===== config.mk =====
export PLATFORM = sky130hd
export DESIGN_NAME = dma_request_and_priority
export DESIGN_NICKNAME = d
export VERILOG_FILES = /design/src/shared/dma_req_pkg.sv /design/src/logic/chan_request_sense.sv /design/src/logic/dma_request_and_priority.sv
export VERILOG_INCLUDE_DIRS = /design/src /design/src/shared
export SDC_FILE = /design/constraint.sdc
export NUM_CORES = 1
export LEC_CHECK = 0
export ABC_AREA = 1
export ABC_CLOCK_PERIOD_IN_PS = 2330
export BUFFER_PORTS_ARGS = -buffer_cell sky130_fd_sc_hd__buf_2
export CORE_MARGIN = 2
export CORE_UTILIZATION = 40
export CTS_CLUSTER_SIZE = 28
export DETAILED_ROUTE_END_ITERATION = 12
export PLACE_DENSITY = 0.77
export SLEW_MARGIN = 20
export SYNTH_ARGS = -nofsm -noshare
export SYNTH_HDL_FRONTEND = slang
export SYNTH_SLANG_ARGS = --single-unit

===== constraint.sdc =====
create_clock -name sys_clk -period 2.33 [get_ports sys_clk]
set_input_delay 0.466 -clock sys_clk [delete_from_list [all_inputs] [get_ports sys_clk]]
set_output_delay 0.466 -clock sys_clk [all_outputs]
set_load 0.1 [all_outputs]

===== src/shared/dma_req_map.svh =====
// offsets, field positions, reset values and counts of the request and priority block
`ifndef DMA_REQ_MAP_SVH
`define DMA_REQ_MAP_SVH

// ----------------------------------------------------------------
// register offsets (byte addresses, one aligned word each)
// ----------------------------------------------------------------
`define OFS_CHAN_CTRL0  8'h00
`define OFS_CHAN_CTRL1  8'h04
`define OFS_CHAN_CTRL2  8'h08
`define OFS_CHAN_CTRL3  8'h0C
`define OFS_OP_CTRL     8'h10
`define OFS_STATUS      8'h14

// ----------------------------------------------------------------
// channel_control fields
// ----------------------------------------------------------------
`define CC_EN_BIT       0
`define CC_SENSE_BIT    1
`define CC_BURST_BIT    2
`define CC_SRC_LSB      4

// ----------------------------------------------------------------
// operation_control and status fields
// ----------------------------------------------------------------
`define OC_MASTER_BIT   0
`define OC_PRIO_LO_BIT  8
`define OC_PRIO_HI_BIT  9
`define ST_PEND_LSB     0
`define ST_BUSY_BIT     4
`define ST_CH_LSB       8
`define ST_TOP_LSB      12

// ----------------------------------------------------------------
// reset values and codes
// ----------------------------------------------------------------
`define RST_PRIO_SEL    2'h0
`define RST_RR_TOP      2'h0
`define PRIO_RR         2'h3
`define SYNC_STAGES     3

`endif


===== src/shared/dma_req_pkg.sv =====
// types shared by the request and priority block
package dma_req_pkg;

  typedef enum logic [0:0] {
    ARB_IDLE = 1'b0,
    ARB_BUSY = 1'b1
  } arb_state_type;

  typedef struct packed {
    logic       capture;
    logic       fifo_rx_full;
    logic       fifo_tx_empty;
    logic       plain_rx_full;
    logic       plain_tx_empty;
  } periph_req_type;

  typedef struct packed {
    logic [3:0] request_source_select;
    logic       burst;
    logic       request_sense_select;
    logic       channel_enable;
  } chan_cfg_type;

  typedef struct packed {
    logic [2:0] sync;
    logic       level_n;
    logic       held;
  } sense_state_type;

  typedef struct packed {
    chan_cfg_type [3:0] cfg;
    logic               master_enable;
    logic [1:0]         prio_sel;
    arb_state_type      st;
    logic               grant_valid;
    logic [1:0]         grant_ch;
    logic [1:0]         rr_top;
    periph_req_type     withdraw;
    logic [31:0]        rdata;
  } arb_state_type_all_type;

endpackage : dma_req_pkg


===== src/logic/chan_request_sense.sv =====
// external request pin sensing for one channel
`timescale 1ns/1ns
`default_nettype none
`include "dma_req_map.svh"

module chan_request_sense
  import dma_req_pkg::*;
(
  // clock and reset
  input  wire logic sys_clk,
  input  wire logic sys_rst,
  // pin and setting
  input  wire logic ext_xfer_request_n,
  input  wire logic request_sense_select,
  // control from the arbiter
  input  wire logic block,
  input  wire logic cancel,
  input  wire logic consume,
  // result
  output logic      req,
  output logic      held
);

  sense_state_type s_r;
  sense_state_type s_nxt;
  logic            fall;

  // ----------------------------------------------------------------
  // next state
  // ----------------------------------------------------------------
  always_comb begin
    s_nxt      = s_r;
    s_nxt.sync = {s_r.sync[1:0], ext_xfer_request_n};
    // a change counts once the second and third stages agree
    if (s_r.sync[1] == s_r.sync[2]) begin
      s_nxt.level_n = s_r.sync[2];
    end
    fall = s_r.level_n & ~s_nxt.level_n;
    if (cancel || !request_sense_select) begin
      s_nxt.held = 1'b0;
    end else if (fall && !block) begin
      s_nxt.held = 1'b1;
    end else if (consume) begin
      s_nxt.held = 1'b0;
    end
  end

  // idle line is high, so the filtered level starts high
  always_ff @(posedge sys_clk or posedge sys_rst) begin
    if (sys_rst) begin
      s_r <= '{sync: 3'h7, level_n: 1'b1, held: 1'b0};
    end else begin
      s_r <= s_nxt;
    end
  end

  assign req  = request_sense_select ? s_r.held : ~s_r.level_n;
  assign held = s_r.held;
endmodule : chan_request_sense
`default_nettype wire


===== src/logic/dma_request_and_priority.sv =====
// request intake and channel arbitration for a four-channel dma controller
//
// Decided for this implementation: the address-and-strobe port and the placing of the registers.
`timescale 1ns/1ns
`default_nettype none
`include "dma_req_map.svh"

module dma_request_and_priority
  import dma_req_pkg::*;
#(
  parameter int ADDR_W = 8
)(
  // clock and reset
  input  wire logic              sys_clk,
  input  wire logic              sys_rst,
  // register port
  input  wire logic [ADDR_W-1:0] reg_addr,
  input  wire logic [31:0]       reg_wdata,
  input  wire logic              reg_wr,
  input  wire logic              reg_rd,
  output logic      [31:0]       reg_rdata,
  // external request pins
  input  wire logic [3:0]        ext_xfer_request_n,
  // on-chip peripheral requests
  input  wire periph_req_type    periph_req,
  output periph_req_type         periph_withdraw,
  // flags owned by the controller
  input  wire logic [3:0]        transfer_end_flag,
  input  wire logic              nonmaskable_intr_flag,
  input  wire logic              address_error_flag,
  // transfer engine handshake
  input  wire logic              unit_done,
  input  wire logic              unit_last,
  output logic                   grant_valid,
  output logic      [1:0]        grant_ch
);

  // ----------------------------------------------------------------
  // helpers
  // ----------------------------------------------------------------
  // one-hot of the peripheral source that a code selects
  function automatic periph_req_type src_mask(input logic [3:0] code);
    periph_req_type m;
    m = '0;
    case (code)
      4'h8: m.plain_tx_empty = 1'b1;
      4'h9: m.plain_rx_full  = 1'b1;
      4'hA: m.fifo_tx_empty  = 1'b1;
      4'hB: m.fifo_rx_full   = 1'b1;
      4'hC, 4'hD, 4'hE: m.capture = 1'b1;
      default: m = '0;
    endcase
    return m;
  endfunction : src_mask

  // channel standing at a priority position
  function automatic logic [1:0] chan_at(input logic [1:0] sel,
                                         input logic [1:0] top,
                                         input logic [1:0] pos);
    logic [1:0] c;
    c = pos;
    case (sel)
      2'h0: c = pos;
      2'h1: begin
        case (pos)
          2'h0: c = 2'h0;
          2'h1: c = 2'h2;
          2'h2: c = 2'h3;
          default: c = 2'h1;
        endcase
      end
      2'h2: begin
        case (pos)
          2'h0: c = 2'h2;
          2'h1: c = 2'h0;
          2'h2: c = 2'h1;
          default: c = 2'h3;
        endcase
      end
      default: c = 2'(top + pos);
    endcase
    return c;
  endfunction : chan_at

  // ----------------------------------------------------------------
  // state
  // ----------------------------------------------------------------
  arb_state_type_all_type s_r;
  arb_state_type_all_type s_nxt;

  logic [3:0] ok;
  logic [3:0] want;
  logic [3:0] ext_req;
  logic [3:0] ext_held;
  logic [3:0] consume;
  logic       found;
  logic [1:0] pick;
  logic       flags_bad;

  assign flags_bad = nonmaskable_intr_flag | address_error_flag;

  // ----------------------------------------------------------------
  // external request sensing, one per channel
  // ----------------------------------------------------------------
  for (genvar g = 0; g < 4; g++) begin : g_sense
    assign consume[g] = (s_r.st == ARB_BUSY) && unit_done &&
                        (s_r.grant_ch == 2'(g));
    chan_request_sense u_sense (
      .sys_clk              (sys_clk),
      .sys_rst              (sys_rst),
      .ext_xfer_request_n   (ext_xfer_request_n[g]),
      .request_sense_select (s_r.cfg[g].request_sense_select),
      .block                (transfer_end_flag[g] | flags_bad),
      .cancel               (flags_bad),
      .consume              (consume[g]),
      .req                  (ext_req[g]),
      .held                 (ext_held[g])
    );
  end

  // ----------------------------------------------------------------
  // eligibility and priority pick
  // ----------------------------------------------------------------
  always_comb begin
    ok    = '0;
    want  = '0;
    found = 1'b0;
    pick  = 2'h0;
    for (int c = 0; c < 4; c++) begin
      ok[c] = s_r.cfg[c].channel_enable & s_r.master_enable &
              ~transfer_end_flag[c] & ~flags_bad;
      if (s_r.cfg[c].request_source_select[3]) begin
        // a source being withdrawn this cycle is not taken again
        want[c] = ok[c] & |(src_mask(s_r.cfg[c].request_source_select) &
                            periph_req & ~s_r.withdraw);
      end else begin
        want[c] = ok[c] & ext_req[c];
      end
    end
    // lowest position wins, so scan from the bottom up
    for (int p = 3; p >= 0; p--) begin
      if (want[chan_at(s_r.prio_sel, s_r.rr_top, 2'(p))]) begin
        found = 1'b1;
        pick  = chan_at(s_r.prio_sel, s_r.rr_top, 2'(p));
      end
    end
  end

  // ----------------------------------------------------------------
  // next state: registers, arbiter, withdraw
  // ----------------------------------------------------------------
  always_comb begin
    logic [31:0]  rv;
    logic [3:0]   others;
    chan_cfg_type gc;
    rv     = '0;
    others = '0;
    gc     = s_r.cfg[s_r.grant_ch];
    s_nxt  = s_r;
    s_nxt.withdraw = '0;
    s_nxt.rdata    = '0;

    // register writes
    if (reg_wr) begin
      if (reg_addr == ADDR_W'(`OFS_OP_CTRL)) begin
        s_nxt.master_enable = reg_wdata[`OC_MASTER_BIT];
        s_nxt.prio_sel = {reg_wdata[`OC_PRIO_HI_BIT], reg_wdata[`OC_PRIO_LO_BIT]};
      end else if (reg_addr[ADDR_W-1:4] == '0 && reg_addr[1:0] == 2'h0) begin
        s_nxt.cfg[reg_addr[3:2]] = '{
          request_source_select: reg_wdata[`CC_SRC_LSB +: 4],
          burst:                 reg_wdata[`CC_BURST_BIT],
          request_sense_select:  reg_wdata[`CC_SENSE_BIT],
          channel_enable:        reg_wdata[`CC_EN_BIT]};
      end
    end

    // register reads, data in the following cycle only
    if (reg_rd) begin
      if (reg_addr == ADDR_W'(`OFS_OP_CTRL)) begin
        rv[`OC_MASTER_BIT]  = s_r.master_enable;
        rv[`OC_PRIO_LO_BIT] = s_r.prio_sel[0];
        rv[`OC_PRIO_HI_BIT] = s_r.prio_sel[1];
      end else if (reg_addr == ADDR_W'(`OFS_STATUS)) begin
        rv[`ST_PEND_LSB +: 4] = ext_held;
        rv[`ST_BUSY_BIT]      = s_r.grant_valid;
        rv[`ST_CH_LSB +: 2]   = s_r.grant_ch;
        rv[`ST_TOP_LSB +: 2]  = s_r.rr_top;
      end else if (reg_addr[ADDR_W-1:4] == '0 && reg_addr[1:0] == 2'h0) begin
        rv[`CC_SRC_LSB +: 4] = s_r.cfg[reg_addr[3:2]].request_source_select;
        rv[`CC_BURST_BIT]    = s_r.cfg[reg_addr[3:2]].burst;
        rv[`CC_SENSE_BIT]    = s_r.cfg[reg_addr[3:2]].request_sense_select;
        rv[`CC_EN_BIT]       = s_r.cfg[reg_addr[3:2]].channel_enable;
      end
      s_nxt.rdata = rv;
    end

    // arbiter
    case (s_r.st)
      ARB_IDLE: begin
        if (found) begin
          s_nxt.st          = ARB_BUSY;
          s_nxt.grant_valid = 1'b1;
          s_nxt.grant_ch    = pick;
        end
      end
      ARB_BUSY: begin
        if (unit_done) begin
          s_nxt.st          = ARB_IDLE;
          s_nxt.grant_valid = 1'b0;
          if (!gc.burst || unit_last) begin
            s_nxt.withdraw = src_mask(gc.request_source_select);
          end
          others = want & ~(4'h1 << s_r.grant_ch);
          if (others == '0) begin
            s_nxt.rr_top = `RST_RR_TOP;
          end else begin
            s_nxt.rr_top = 2'(s_r.grant_ch + 2'h1);
          end
        end else if (!ok[s_r.grant_ch]) begin
          // suspension: enable or flag lost mid-unit
          s_nxt.st          = ARB_IDLE;
          s_nxt.grant_valid = 1'b0;
        end
      end
      default: s_nxt.st = ARB_IDLE;
    endcase
  end

  always_ff @(posedge sys_clk or posedge sys_rst) begin
    if (sys_rst) begin
      s_r <= '{cfg: '0, master_enable: 1'b0, prio_sel: `RST_PRIO_SEL,
               st: ARB_IDLE, grant_valid: 1'b0, grant_ch: 2'h0,
               rr_top: `RST_RR_TOP, withdraw: '0, rdata: '0};
    end else begin
      s_r <= s_nxt;
    end
  end

  // ----------------------------------------------------------------
  // outputs
  // ----------------------------------------------------------------
  assign reg_rdata       = s_r.rdata;
  assign periph_withdraw = s_r.withdraw;
  assign grant_valid     = s_r.grant_valid;
  assign grant_ch        = s_r.grant_ch;

  logic gc_src_periph;
  logic en_all;
  assign gc_src_periph = s_r.cfg[s_r.grant_ch].request_source_select[3] &&
                         (src_mask(s_r.cfg[s_r.grant_ch].request_source_select) != '0);
  assign en_all        = s_r.master_enable & ~flags_bad;
endmodule : dma_request_and_priority
`default_nettype wire


After elaboration in Yosys (flattened, before gate mapping)
Index checks and enable logic that the tools add are counted.

Output and inout bits: 40. Bits of input ports: 61. Logic and storage cells: 324. Register bits: 94.

$lt $le $gt $ge: 7. Bitwise logic cells: 55. Shift-type cells: 1. Add/subtract/negate cells: 4. Eq/ne operators: 48. Muxes and demuxes: 119. Reductions and logical operators: 50.

Operators by type and width (count): $eq A4 B4 Y1 const B (35); $mux W1 (81); $and A5 B5 Y5 (8); $bmux W7 S2 (2); $bwmux W28 (1); $mux W7 (4); $and A1 B1 Y1 (24); $mux W2 (11); $reduce_or A5 Y1 (4); $lt A2 B3 Y1 const B (6); $eq A8 B5 Y1 const B (2); $mux W5 (3); $not A1 Y1 (15); $reduce_or A3 Y1 (5); $demux W7 S2 (1); $mux W14 (1); $pmux W2 S2 (3); $pmux W2 S3 (2); $reduce_bool A3 Y1 (4); $logic_and A1 B1 Y1 (11); $bmux W1 S2 (5); $logic_not A1 Y1 (9); $mux W3 (3); $logic_not A4 Y1 (2); 19 further kinds (42).

Depth between registers and ports, before layout
Gate-level depths: netlist (run 1).

Depth after elaboration: 17. Mapped depth: 17. Gate-level depth less buffers: 17.

By module
A second synthesis (run 1) with hierarchy kept.

Cells, all modules: 578. Area, all modules: 4326.6 um^2.

Modules (own cells, without submodules): dma_request_and_priority (cells each 494, instances 1, area each 3535.9 um^2); chan_request_sense (cells each 21, instances 4, area each 197.7 um^2).

Worst setup path before layout (run 1)
OpenSTA, ideal clock, no wires.

Path kind: register to register. From: register s_r[43] (netlist bit). To: register s_r (netlist bit grant_ch[0]). Stages on the path, launching flop included: 13. Period minus slack after synthesis: 1.926 ns. Arrival time: 1.810 ns. Data required time: 2.214 ns. Path buffers: 0. Setup slack: 0.404 ns. Setup time: 0.116 ns. Cells stage by stage: dfrtp_1 -> ha_1 -> or2_2 -> o21ai_0 -> inv_1 -> nand3_2 -> nand2_2 -> nor2_2 -> nand2_2 -> nand2_4 -> clkinv_2 -> nor2_2 -> nor2_2.

Word-level cells in the longest chain between the ends: 10. Elaborated cells on any way between the ends: 26. Classes of those cells: eq/ne (2); mux (20); reduce/logical (4).

RTL lines: start: declaration (RTL line dma_request_and_priority.sv:88) `arb_state_type_all_type s_r;`; start signal: assignment (RTL line dma_request_and_priority.sv:231) `` s_r <= '{cfg: '0, master_enable: 1'b0, prio_sel: `RST_PRIO_SEL, ``; start signal: assignment (RTL line dma_request_and_priority.sv:235) `s_r <= s_nxt;`; $eq A2 B2 Y1 / $logic_not A2 Y1 (equally long branches) (RTL line dma_request_and_priority.sv:62) `case (sel)`; $reduce_or A2 Y1 (no line); $pmux W2 S2 (RTL line dma_request_and_priority.sv:62); $bmux W1 S2 (RTL line dma_request_and_priority.sv:142) `if (want[chan_at(s_r.prio_sel, s_r.rr_top, 2'(p))]) begin`; $mux W1 (not written as such) (RTL line dma_request_and_priority.sv:142); $mux W1 (4 in a row) (RTL line dma_request_and_priority.sv:142); $reduce_and A2 Y1 (no line).

Parallel ways exist; a longest one is shown, timed or not. The select of a mux whose other input is x is not followed. A chain may end at the register's enable or synchronous reset.

Final worst setup path (run 1)
From: register s_r[43] (netlist bit). To: register s_r (netlist bit grant_ch[1]).

Same word-level chain as after synthesis.

==> results of run 1 <==
## critical path, stage by stage, from the launching register on
cell and delay (ps):
sky130_fd_sc_hd__dfrtp_1 460, sky130_fd_sc_hd__ha_1 260, sky130_fd_sc_hd__nand2_1 140, sky130_fd_sc_hd__inv_1 140, sky130_fd_sc_hd__a21oi_2 180, sky130_fd_sc_hd__inv_1 100, sky130_fd_sc_hd__nand3_1 80, sky130_fd_sc_hd__nand2_1 60
sky130_fd_sc_hd__nand2_2 70, sky130_fd_sc_hd__nand2_2 70, sky130_fd_sc_hd__nor2_2 110, sky130_fd_sc_hd__nand2_2 80, sky130_fd_sc_hd__nand2_4 80, sky130_fd_sc_hd__clkinv_2 60, sky130_fd_sc_hd__nand2_1 60, sky130_fd_sc_hd__nand2_1 50
## what timing repair did
action / CTS / global route
endpoints found under the setup margin: 0 / 3
setup buffers: 0 / 0
resized for setup: 0 / 2
endpoints found under the hold margin: 0 / 0
## layout by cell type (no fill, tap or decap), types with 3 or more instances in the layout
cell type	netlist	layout
sky130_fd_sc_hd__a21oi_1	22	20
sky130_fd_sc_hd__a21oi_2	3	5
sky130_fd_sc_hd__a221oi_1	3	3
sky130_fd_sc_hd__a22oi_1	5	5
sky130_fd_sc_hd__a31oi_1	5	5
sky130_fd_sc_hd__a32oi_1	3	3
sky130_fd_sc_hd__buf_2	1	57
sky130_fd_sc_hd__buf_4	39	4
sky130_fd_sc_hd__clkbuf_8	0	9
sky130_fd_sc_hd__conb_1	1	20
sky130_fd_sc_hd__dfrtp_1	58	58
sky130_fd_sc_hd__dfstp_2	16	16
sky130_fd_sc_hd__ha_1	9	9
sky130_fd_sc_hd__inv_1	59	58
sky130_fd_sc_hd__inv_2	3	4
sky130_fd_sc_hd__inv_6	0	3
sky130_fd_sc_hd__maj3_1	3	3
sky130_fd_sc_hd__nand2_1	132	132
sky130_fd_sc_hd__nand2_2	8	8
sky130_fd_sc_hd__nand3_1	21	21
sky130_fd_sc_hd__nand3b_1	7	7
sky130_fd_sc_hd__nor2_1	53	53
sky130_fd_sc_hd__nor2_2	6	6
sky130_fd_sc_hd__nor2_4	3	3
sky130_fd_sc_hd__o21ai_0	40	40
sky130_fd_sc_hd__o22ai_1	10	10
## per-layer routing
metal | global-route usage | wire (um)
met1 | 0.2462 | 4400
met4 | 0.08720 | 308
met5 | 0 | 0
met3 | 0.03708 | 777
met2 | 0.2925 | 4674
## state kept, by name, summed over array words and instances (netlist names)
| name | cells |
|---|---|
| g_sense.u_sense.s_r | 8 |
| g_sense.u_sense.held | 4 |
| reg_rdata | 12 |
| s_r | 34 |
| g_sense.u_sense.s_nxt | 8 |
| grant_ch | 2 |
| periph_withdraw | 5 |
| grant_valid | 1 |
## worst min path at each step
stage	endpoint	slack, ps	cells after the start
after detailed placement	g_sense[2].u_sense.s_nxt[4]	350	0
after CTS	g_sense[3].u_sense.s_nxt[3]	190	1
final	g_sense[3].u_sense.s_nxt[3]	190	1
after floorplan	g_sense[0].u_sense.s_nxt[4]	350	0
after global placement	g_sense[0].u_sense.s_nxt[4]	350	0
after global routing	g_sense[2].u_sense.s_nxt[3]	180	1
## per-stage QoR
step / power [W] / hold WS [ps] / worst slack [ps]
detailed placement: 0.002524 / 347.5 / 108.6
global route: 0.003663 / 179.6 / 18.30
finish: 0.003488 / 193.6 / 184.3
global placement: 0.002490 / 346.3 / 170.0
CTS: 0.003499 / 187.1 / 143.2
floorplan: 0.002339 / 345.2 / 8.855
## cell families (layout without fill, tap and decap cells)
group	after synthesis	count (layout)	synth area share
AOI/OAI and AO/OA	99	99	0.1376
xor gates and xnor gates	1	1	0.002066
adders and majority gates	12	12	0.03365
buffers and inverters	110	143	0.1343
DFF	74	74	0.4416
other	1	20	0.0008846
and+or+nand+nor	241	241	0.2500
## layout make-up
class / instances / share of cell area
multi-input combinational: 373 / 0.4000
sequential: 74 / 0.3989
timing repair buffer: 62 / 0.07147
inverter: 65 / 0.05227
tap: 136 / 0.03627
clock buffer: 10 / 0.03173
clock inverter: 6 / 0.009333
## power by group through the flow
stage	sequential (W)	combinational [W]	clock, W
finish	0.00147	0.00103	0.000981
global route	0.00148	0.00113	0.00105
CTS	0.00147	0.00103	0.000995
detailed placement	0.00149	0.00103	0
global placement	0.00149	0.00100	0
floorplan	0.00152	0.000814	0
==> results.txt, run 1 <==
----------------------------------------------------
[Timing]
  Final max-slew violation count ... 0
  Number of setup violations in the final report ... 0
  Minimum clock period after layout ... between 2000 and 2500 ps
  Maximum achievable frequency ... between 400 and 500 MHz
  Unrepaired setup endpoints after global routing ... no
  Worst slew pin tran ... 666.7 ps
  Post-route setup TNS ... 0 ps
  Final worst clock skew ... 14.78 ps
  Count of final hold-check violations ... 0
  Worst slew margin relative to its limit ... 0.5441
  Share of the clock period used by the worst path ... 0.9209

[Critical path]
  Source of the critical timing path ... s_r[43]
  Data arrival at the endpoint of the critical path ... approximately 2400 ps
  Setup crit end kind ... flip-flop
  Worst Reg2Reg Path Length in Cells ... 15
  Critical path launch point type ... flip-flop
  Slack of the worst reg-to-reg path ... 180 ps
  Critical path destination ... grant_ch[1]
  Highest fanout seen on the critical path ... 5
  Worst setup path class ... flip-flop to flip-flop
  Required time worst endpoint ... around 2600 ps
  Capturing point of the worst reg2reg path ... grant_ch[1]
  Worst reg2reg startpoint ... s_r[43]

[Placement]
  DP Wirelength ... a little under 8 mm
  Final GP Congestion ... about 0.90
  Port bufs ... 57
  Placed insts ... 710
  Placed cell areas ... roughly 4500 sq um

[Detailed routing]
  Pre-antenna DRT Iters ... 6
  Final WL ... between 10 and 15 mm
  Total number of vias ... roughly 3600
  Routed len/inst ... around 14 um
  Antenna violation net count after detailed routing ... 0
  Residual DRC count ... 0
  Count of routing violations after the opening detailed-route iteration ... 321
  Detail-routed via count per cell ... 4.992

[Power and ir drop]
  Switching Share ... 0.3993
  Portion of total power attributed to the clock network ... 0.281
  Power per cell area ... between 700 and 800 nW/um^2
  Combinational share of power ... 0.297
  Power share of the sequential group ... 0.422
  Cell leakage power ... about 2.3 nW
  Switching power ... approximately 0.0014 W
  Int Power ... 0.002095 W
  Worst vdd rail ir drop ... ~740 uV

[Final layout]
  Fraction of final layout cells sized beyond drive strength 1 ... 0.2153
  Area taken by flip-flops and latches ... roughly 1900 sq um
  Post-layout nets ... roughly 660
  Final std cell area, no fill ... about 4700 sq um
  Layout Cells excl Fill ... about 730
  Fill cells ... ~1000
  Area of combinational cells with multiple inputs ... 1877 sq um
  Signed area change from the synthesized netlist to the final layout ... 10.68%
  Number of antenna diodes ... 0
  Core utilization of the finished layout ... 0.4545

[Die]
  Width of the die ... approximately 110 um
  Die height ... between 100 and 150 um
  Starting density of the core ... 0.4106
  DIE AREA ... between 10000 and 15000 sq um
  Boundary Pins ... 101
  Std-Cell Core Area ... about 10000 sq um
  Number of rows created at floorplan ... 37

[CTS]
  Clock transition at the registers of the reported paths ... 90 ps
  TritonCTS Buffers ... 9
  Clk_lat worst skew ... 370 ps
  Hold_buf cts ... 0
  CTS tree ... yes
  Root Driver ... sky130_fd_sc_hd__clkbuf_8
  Bufs on Longest Clock Path ... 2
  CTS sink count ... 74
  Deepest level of the CTS H-tree ... 3

[Synth]
  Most frequent cells after synthesis ... 132 x sky130_fd_sc_hd__nand2_1, 59 x sky130_fd_sc_hd__inv_1, 58 x sky130_fd_sc_hd__dfrtp_1, 53 x sky130_fd_sc_hd__nor2_1, 40 x sky130_fd_sc_hd__o21ai_0
  Share of async-settable or async-resettable flops after synthesis ... 1.000
  Post-Synthesis Cell Area ... between 4000 and 5000 sq um
  Sequential fraction of the synthesis area ... 0.4416
  Mean cell area of the mapped netlist ... about 8 sq um
  Distinct cells, synth ... 46
  Number of synthesized flops with an enable pin ... 0
  Post-synth top flop ... sky130_fd_sc_hd__dfrtp_1
  Number of instances in the synthesized netlist ... roughly 540
  Top cells by area, synth ... sky130_fd_sc_hd__dfrtp_1 34%, sky130_fd_sc_hd__nand2_1 12%, sky130_fd_sc_hd__dfstp_2 9.9%
  Top-area cell type share of the netlist area ... 0.3424
  Most area-hungry cell type in the Yosys netlist ... sky130_fd_sc_hd__dfrtp_1
  Warning count from the yosys run ... 0
  Leading cell type by number of instances after synthesis ... sky130_fd_sc_hd__nand2_1
  #FFs+latches synth ... between 70 and 80

[Global routing]
  GRT Residual Overflow ... 0
  Vias in the first global route ... about 3400
  Global-route wire length before repair ... about 16 mm
  Global router's overall resource usage ... 0.1858
  Initial antenna violation count ... 0
  Largest net degree at the start of global routing ... slightly below 60

[Worst hold path]
  Startpoint of the most critical hold path ... ext_xfer_request_n[3]
  Class of the most critical hold timing path ... primary input to flip-flop

[Status]
  Status ... complete, no violations

[Flow run]
  Max-capacitance violation count ... 0

----------------------------------------------------
(Power assumes the default switching activity.)
==> run 2, diff against run 1 <==
==> constraint.sdc (replaced) <==
create_clock -name sys_clk -period 2.33 [get_ports sys_clk]
set_input_delay 0.3495 -clock sys_clk [delete_from_list [all_inputs] [get_ports sys_clk]]
set_output_delay 0.3495 -clock sys_clk [all_outputs]
set_load 0.1 [all_outputs]
==> results.txt, run 2 (same netlist as run 1, synthesis figures left out) <==
----------------------------------------------------
[Critical path]
  Critical path launch point type ... flip-flop
  Required time worst endpoint ... approximately 2600 ps
  Worst reg2reg startpoint ... s_r[43]
  Worst Reg2Reg Path Length in Cells ... 12
  Data arrival at the endpoint of the critical path ... 2410 ps
  Slack of the worst reg-to-reg path ... between 150 and 200 ps
  Highest fanout seen on the critical path ... 5
  Capturing point of the worst reg2reg path ... grant_ch[0]
  Worst setup path class ... flip-flop to flip-flop
  Setup crit end kind ... flip-flop

[Detailed routing]
  Final WL ... 10.00 mm
  Routed len/inst ... around 14 um
  Wire length on met1 ... between 4 and 5 mm
  Detailed route wirelength on metal3 ... around 680 um
  Residual DRC count ... 0
  Total number of vias ... roughly 3600
  Max layer used ... met4
  Count of routing violations after the opening detailed-route iteration ... around 250
  Detail-routed via count per cell ... 5.021
  Met2 wire len ... about 4.6 mm
  Antenna violation net count after detailed routing ... 0
  Pre-antenna DRT Iters ... 5

[Power and ir drop]
  Overall Power ... 0.003507 W
  Worst vdd rail ir drop ... ~450 uV
  Power per cell area ... roughly 750 nW/um^2
  Cell leakage power ... 2.286 nW

[Status]
  Status ... complete, no violations

[Final layout]
  Final std cell area, no fill ... 4687 sq um
  Signed area change from the synthesized netlist to the final layout ... 10.57%
  Top reg by flops ... s_r
  Commonest non-fill, non-tap cells in the layout ... 132 x sky130_fd_sc_hd__nand2_1, 58 x sky130_fd_sc_hd__inv_1, 58 x sky130_fd_sc_hd__dfrtp_1
  Core utilization of the finished layout ... 0.4540
  Layout Cells excl Fill ... 725
  Area of combinational cells with multiple inputs ... 1873 sq um
  Post-layout nets ... between 600 and 700
  Fill cells ... 1009
  Fraction of final layout cells sized beyond drive strength 1 ... 0.2122
  Commonest non-fill, non-tap cell in the layout ... sky130_fd_sc_hd__nand2_1
  Largest register FFs ... 34
  Area taken by flip-flops and latches ... 1872 sq um
  Number of antenna diodes ... 0

[CTS]
  TritonCTS Buffers ... 9
  Clk_lat worst skew ... 370 ps
  CTS tree ... yes
  Bufs on Longest Clock Path ... 2
  Deepest level of the CTS H-tree ... 3
  Clock transition at the registers of the reported paths ... 90 ps
  Root Driver ... sky130_fd_sc_hd__clkbuf_8
  CTS sink count ... 74

[Worst hold path]
  Worst hold path depth ... 1
  Startpoint of the most critical hold path ... ext_xfer_request_n[1]
  Class of the most critical hold timing path ... primary input to flip-flop
  Hold Path Sink ... g_sense[1].u_sense.s_nxt[3]

[Placement]
  Port bufs ... 57
  DP Wirelength ... between 7 and 8 mm
  Placed insts ... roughly 710
  Final GP Congestion ... between 0.9 and 1
  Placed cell areas ... approximately 4500 sq um

[Timing]
  Minimum clock period after layout ... about 2100 ps
  Count of final hold-check violations ... 0
  Worst hold-check slack ... 72.16 ps
  Worst slew margin relative to its limit ... 0.5693
  Maximum achievable frequency ... around 470 MHz
  Final worst clock skew ... 11.94 ps
  Final max-slew violation count ... 0
  Share of the clock period used by the worst path ... 0.9197
  Worst slew pin tran ... between 600 and 700 ps
  Number of setup violations in the final report ... 0

[Flow run]
  Max-capacitance violation count ... 0

[Die]
  Die height ... around 110 um
  Std-Cell Core Area ... 10320 sq um
  DIE AREA ... 11440 sq um
  Number of rows created at floorplan ... 37
  Width of the die ... 106.9 um
  Boundary Pins ... 101
  Starting density of the core ... 0.4106

[Global routing]
  GRT Residual Overflow ... 0
  Global router's overall resource usage ... 0.1852
  Vias in the first global route ... 3348
  Largest net degree at the start of global routing ... 60
  Initial antenna violation count ... 0
  Global-route wire length before repair ... around 16 mm

----------------------------------------------------
## run 2: cell count changes in the layout (fill, tap and decap cells not counted), sizes merged
cell / previous run / this run
clkinv: 4 / 3
buf: 62 / 61
inv: 67 / 68
## run 2: repair_timing
action	4_1_cts	5_1_grt
buffers inserted	0	0
endpoints found under the setup margin	0	2
resized for setup	0	1
hold buffers	0	0
## run 2: how the worst max path moves through the flow
stage | depth (start not counted) | end | startpoint
after floorplan | 1 | g_sense[0].u_sense.held | sys_rst
after global placement | 15 | grant_ch[0] | s_r[43]
after detailed placement | 15 | grant_ch[0] | s_r[43]
after CTS | 15 | grant_ch[0] | s_r[43]
after global routing | 13 | grant_ch[0] | s_r[43]
final | 12 | grant_ch[0] | s_r[43]
## run 2: per-stage QoR
stage          setup TNS, ps  setup WS [ps]
4_1_cts                    0          165.2
5_1_grt               -2.023         -2.023
6_report                   0          187.1
3_5_place_dp               0          186.2
2_1_floorplan              0          125.4
3_3_place_gp               0          225.1
## run 2: layer usage
metal / up-vias / track usage
met1: 1675 / 0.2489
met3: 25 / 0.03891
met5: - / 0
met4: 0 / 0.08163
li1: 1779 / -
met2: 161 / 0.2884
## run 2: where the power goes
group	internal, W	switching [W]
logic	0.000249	0.000774
clock network	0.000471	0.000543
registers	0.00138	0.0000942
total	0.00210	0.00141
## run 2: area by class of cell
class                   instances  share of cell area
well taps                     136             0.03631
clock buffers                  10             0.03177
flip-flops and latches         74              0.3994
inverters                      65             0.05232
clock inverters                 6             0.01068
repair buffers                 61             0.06994
multi-input cells             373              0.3996
## run 2: critical path: stages, from the launching register on
cell,delay (ps)
sky130_fd_sc_hd__dfrtp_1,450
sky130_fd_sc_hd__ha_1,280
sky130_fd_sc_hd__or2_2,310
sky130_fd_sc_hd__o21ai_0,290
sky130_fd_sc_hd__inv_1,100
sky130_fd_sc_hd__nand3_2,100
sky130_fd_sc_hd__nand2_2,70
sky130_fd_sc_hd__nor2_2,110
sky130_fd_sc_hd__nand2_2,80
sky130_fd_sc_hd__nand2_4,80
sky130_fd_sc_hd__clkinv_2,60
sky130_fd_sc_hd__nor2_2,90
sky130_fd_sc_hd__nor2_2,50
==> run 3, diff against run 2 <==
--- a/config.mk
+++ b/config.mk
@@ -11,6 +11,7 @@
 export BUFFER_PORTS_ARGS = -buffer_cell sky130_fd_sc_hd__buf_2
 export CORE_MARGIN = 2
 export CORE_UTILIZATION = 40
+export CTS_BUF_LIST = sky130_fd_sc_hd__clkbuf_8
 export CTS_CLUSTER_SIZE = 28
 export DETAILED_ROUTE_END_ITERATION = 12
 export PLACE_DENSITY = 0.77
==> results.txt, run 3 (same netlist as run 1, synthesis figures left out) <==
----------------------------------------------------
[Timing]
  Worst slew pin tran ... around 620 ps
  Minimum clock period after layout ... about 2100 ps
  Maximum achievable frequency ... between 400 and 500 MHz
  Final max-slew violation count ... 0
  Worst slew margin relative to its limit ... 0.5767
  Worst-case setup margin in the final layout ... roughly 190 ps
  Count of final hold-check violations ... 0
  Post-route setup TNS ... 0 ps
  Share of the clock period used by the worst path ... 0.9178
  Number of setup violations in the final report ... 0
  Final worst clock skew ... between 10 and 15 ps

[Global routing]
  Initial antenna violation count ... 0
  Global router's overall resource usage ... 0.1853
  Global-route wire length before repair ... around 16 mm
  Vias in the first global route ... about 3400
  Largest net degree at the start of global routing ... 60
  GRT Residual Overflow ... 0

[Placement]
  Port bufs ... 57
  DP Wirelength ... 7.816 mm
  Final GP Congestion ... slightly above 0.9
  Placed insts ... around 710
  Post-place setup slack ... between 150 and 200 ps

[Detailed routing]
  Total number of vias ... 3628
  Pre-antenna DRT Iters ... 7
  Residual DRC count ... 0
  Routed len/inst ... 13.80 um
  Detail-routed via count per cell ... 5.004
  Antenna violation net count after detailed routing ... 0
  Count of routing violations after the opening detailed-route iteration ... about 300
  Final WL ... 10.00 mm

[Critical path]
  Setup crit end kind ... flip-flop
  Required time worst endpoint ... approximately 2600 ps
  Critical path launch point type ... flip-flop
  Worst setup path class ... flip-flop to flip-flop
  Highest fanout seen on the critical path ... 5
  Source of the critical timing path ... s_r[43]
  Data arrival at the endpoint of the critical path ... about 2400 ps
  Worst reg2reg startpoint ... s_r[43]

[Die]
  Starting density of the core ... 0.4106
  Width of the die ... 106.9 um
  Std-Cell Core Area ... slightly above 10000 sq um
  Die height ... 106.9 um
  DIE AREA ... 11440 sq um
  Number of rows created at floorplan ... 37
  Boundary Pins ... approximately 100

[Power and ir drop]
  Power per cell area ... approximately 760 nW/um^2
  Cell leakage power ... approximately 2.3 nW
  Overall Power ... 0.003551 W
  Worst vdd rail ir drop ... approximately 440 uV

[Worst hold path]
  Startpoint of the most critical hold path ... ext_xfer_request_n[3]
  Class of the most critical hold timing path ... primary input to flip-flop

[Final layout]
  Largest register FFs ... 34
  Signed area change from the synthesized netlist to the final layout ... 10.68%
  Fraction of final layout cells sized beyond drive strength 1 ... 0.2122
  Layout Cells excl Fill ... approximately 730
  Number of antenna diodes ... 0
  Commonest non-fill, non-tap cells in the layout ... 132 x sky130_fd_sc_hd__nand2_1, 58 x sky130_fd_sc_hd__inv_1, 58 x sky130_fd_sc_hd__dfrtp_1
  Post-layout nets ... 654
  Commonest non-fill, non-tap cell in the layout ... sky130_fd_sc_hd__nand2_1
  Top reg by flops ... s_r

[CTS]
  Deepest level of the CTS H-tree ... 3
  Clk_lat worst skew ... 370 ps
  CTS sink count ... 74
  CTS tree ... yes
  Bufs on Longest Clock Path ... 2
  Root Driver ... sky130_fd_sc_hd__clkbuf_8
  Clock transition at the registers of the reported paths ... 90 ps
  Hold_buf cts ... 0
  Buffers inserted by post-CTS timing repair ... 0
  TritonCTS Buffers ... 9

[Flow run]
  Max-capacitance violation count ... 0

[Status]
  Status ... complete, no violations

----------------------------------------------------
[run 3: worst max-delay path: stages (launching register included)]
cell	delay, ps
sky130_fd_sc_hd__dfrtp_1	450
sky130_fd_sc_hd__ha_1	280
sky130_fd_sc_hd__or2_2	310
sky130_fd_sc_hd__o21ai_0	290
sky130_fd_sc_hd__inv_1	100
sky130_fd_sc_hd__nand3_2	100
sky130_fd_sc_hd__nand2_2	70
sky130_fd_sc_hd__nor2_2	110
sky130_fd_sc_hd__nand2_2	80
sky130_fd_sc_hd__nand2_4	80
sky130_fd_sc_hd__clkinv_2	60
sky130_fd_sc_hd__nor2_2	90
sky130_fd_sc_hd__nor2_2	50
[run 3: final timing paths]
| path | end | slack [ps] | cells after the start |
|---|---|---|---|
| setup / recovery | grant_ch[0] | 190 | 12 |
| min in group asynchronous | g_sense[2].u_sense.s_nxt[3] | 230 | 2 |
| hold reg to reg | g_sense[0].u_sense.s_nxt[4] | 360 | 0 |
| setup reg to reg | grant_ch[0] | 190 | 12 |
| max in group asynchronous | g_sense[1].u_sense.s_r[1] | 1740 | 3 |
| hold / removal | g_sense[3].u_sense.s_nxt[3] | 70 | 1 |
[run 3: report_power, final]
| part | switching, W | leakage, nW | internal (W) |
|---|---|---|---|
| combinational | 0.000774 | 1.22 | 0.000248 |
| clock | 0.000544 | 0.107 | 0.000514 |
| sequential | 0.0000942 | 0.958 | 0.00138 |
| total | 0.00141 | 2.29 | 0.00214 |
[run 3: metrics by stage]
| stage | hold slack (ps) | cell area [sq um] | util |
|---|---|---|---|
| finish | 70.45 | 4692 | 0.4545 |
| global route | 49.07 | 4692 | 0.4545 |
| detailed placement | 346.8 | 4484 | 0.4344 |
| global placement | 345.8 | 4484 | 0.4344 |
| CTS | 54.80 | 4688 | 0.4541 |
| floorplan | 345.2 | 4310 | - |
[run 3: what timing repair did]
action                     in CTS  in global routing
gates resized for setup         0                  1
hold endpoints to repair        0                  0
setup endpoints to repair       0                  2
[run 3: per-layer routing]
metal	vias up	global-route usage	wire length (um)
li1	1779	-	-
met1	1668	0.2483	4469
met2	155	0.2875	4563
met3	26	0.03951	657
met4	0	0.08534	313
met5	-	0	0
[run 3: cell type report]
type | instances | area (sq um)
inverters | 65 | 245.2
well taps | 136 | 170.2
clock inverters | 7 | 80.08
repair buffers | 61 | 327.8
multi-input cells | 373 | 1873
fillers | 1007 | 5632
flip-flops and latches | 74 | 1872
clock buffers | 9 | 123.9
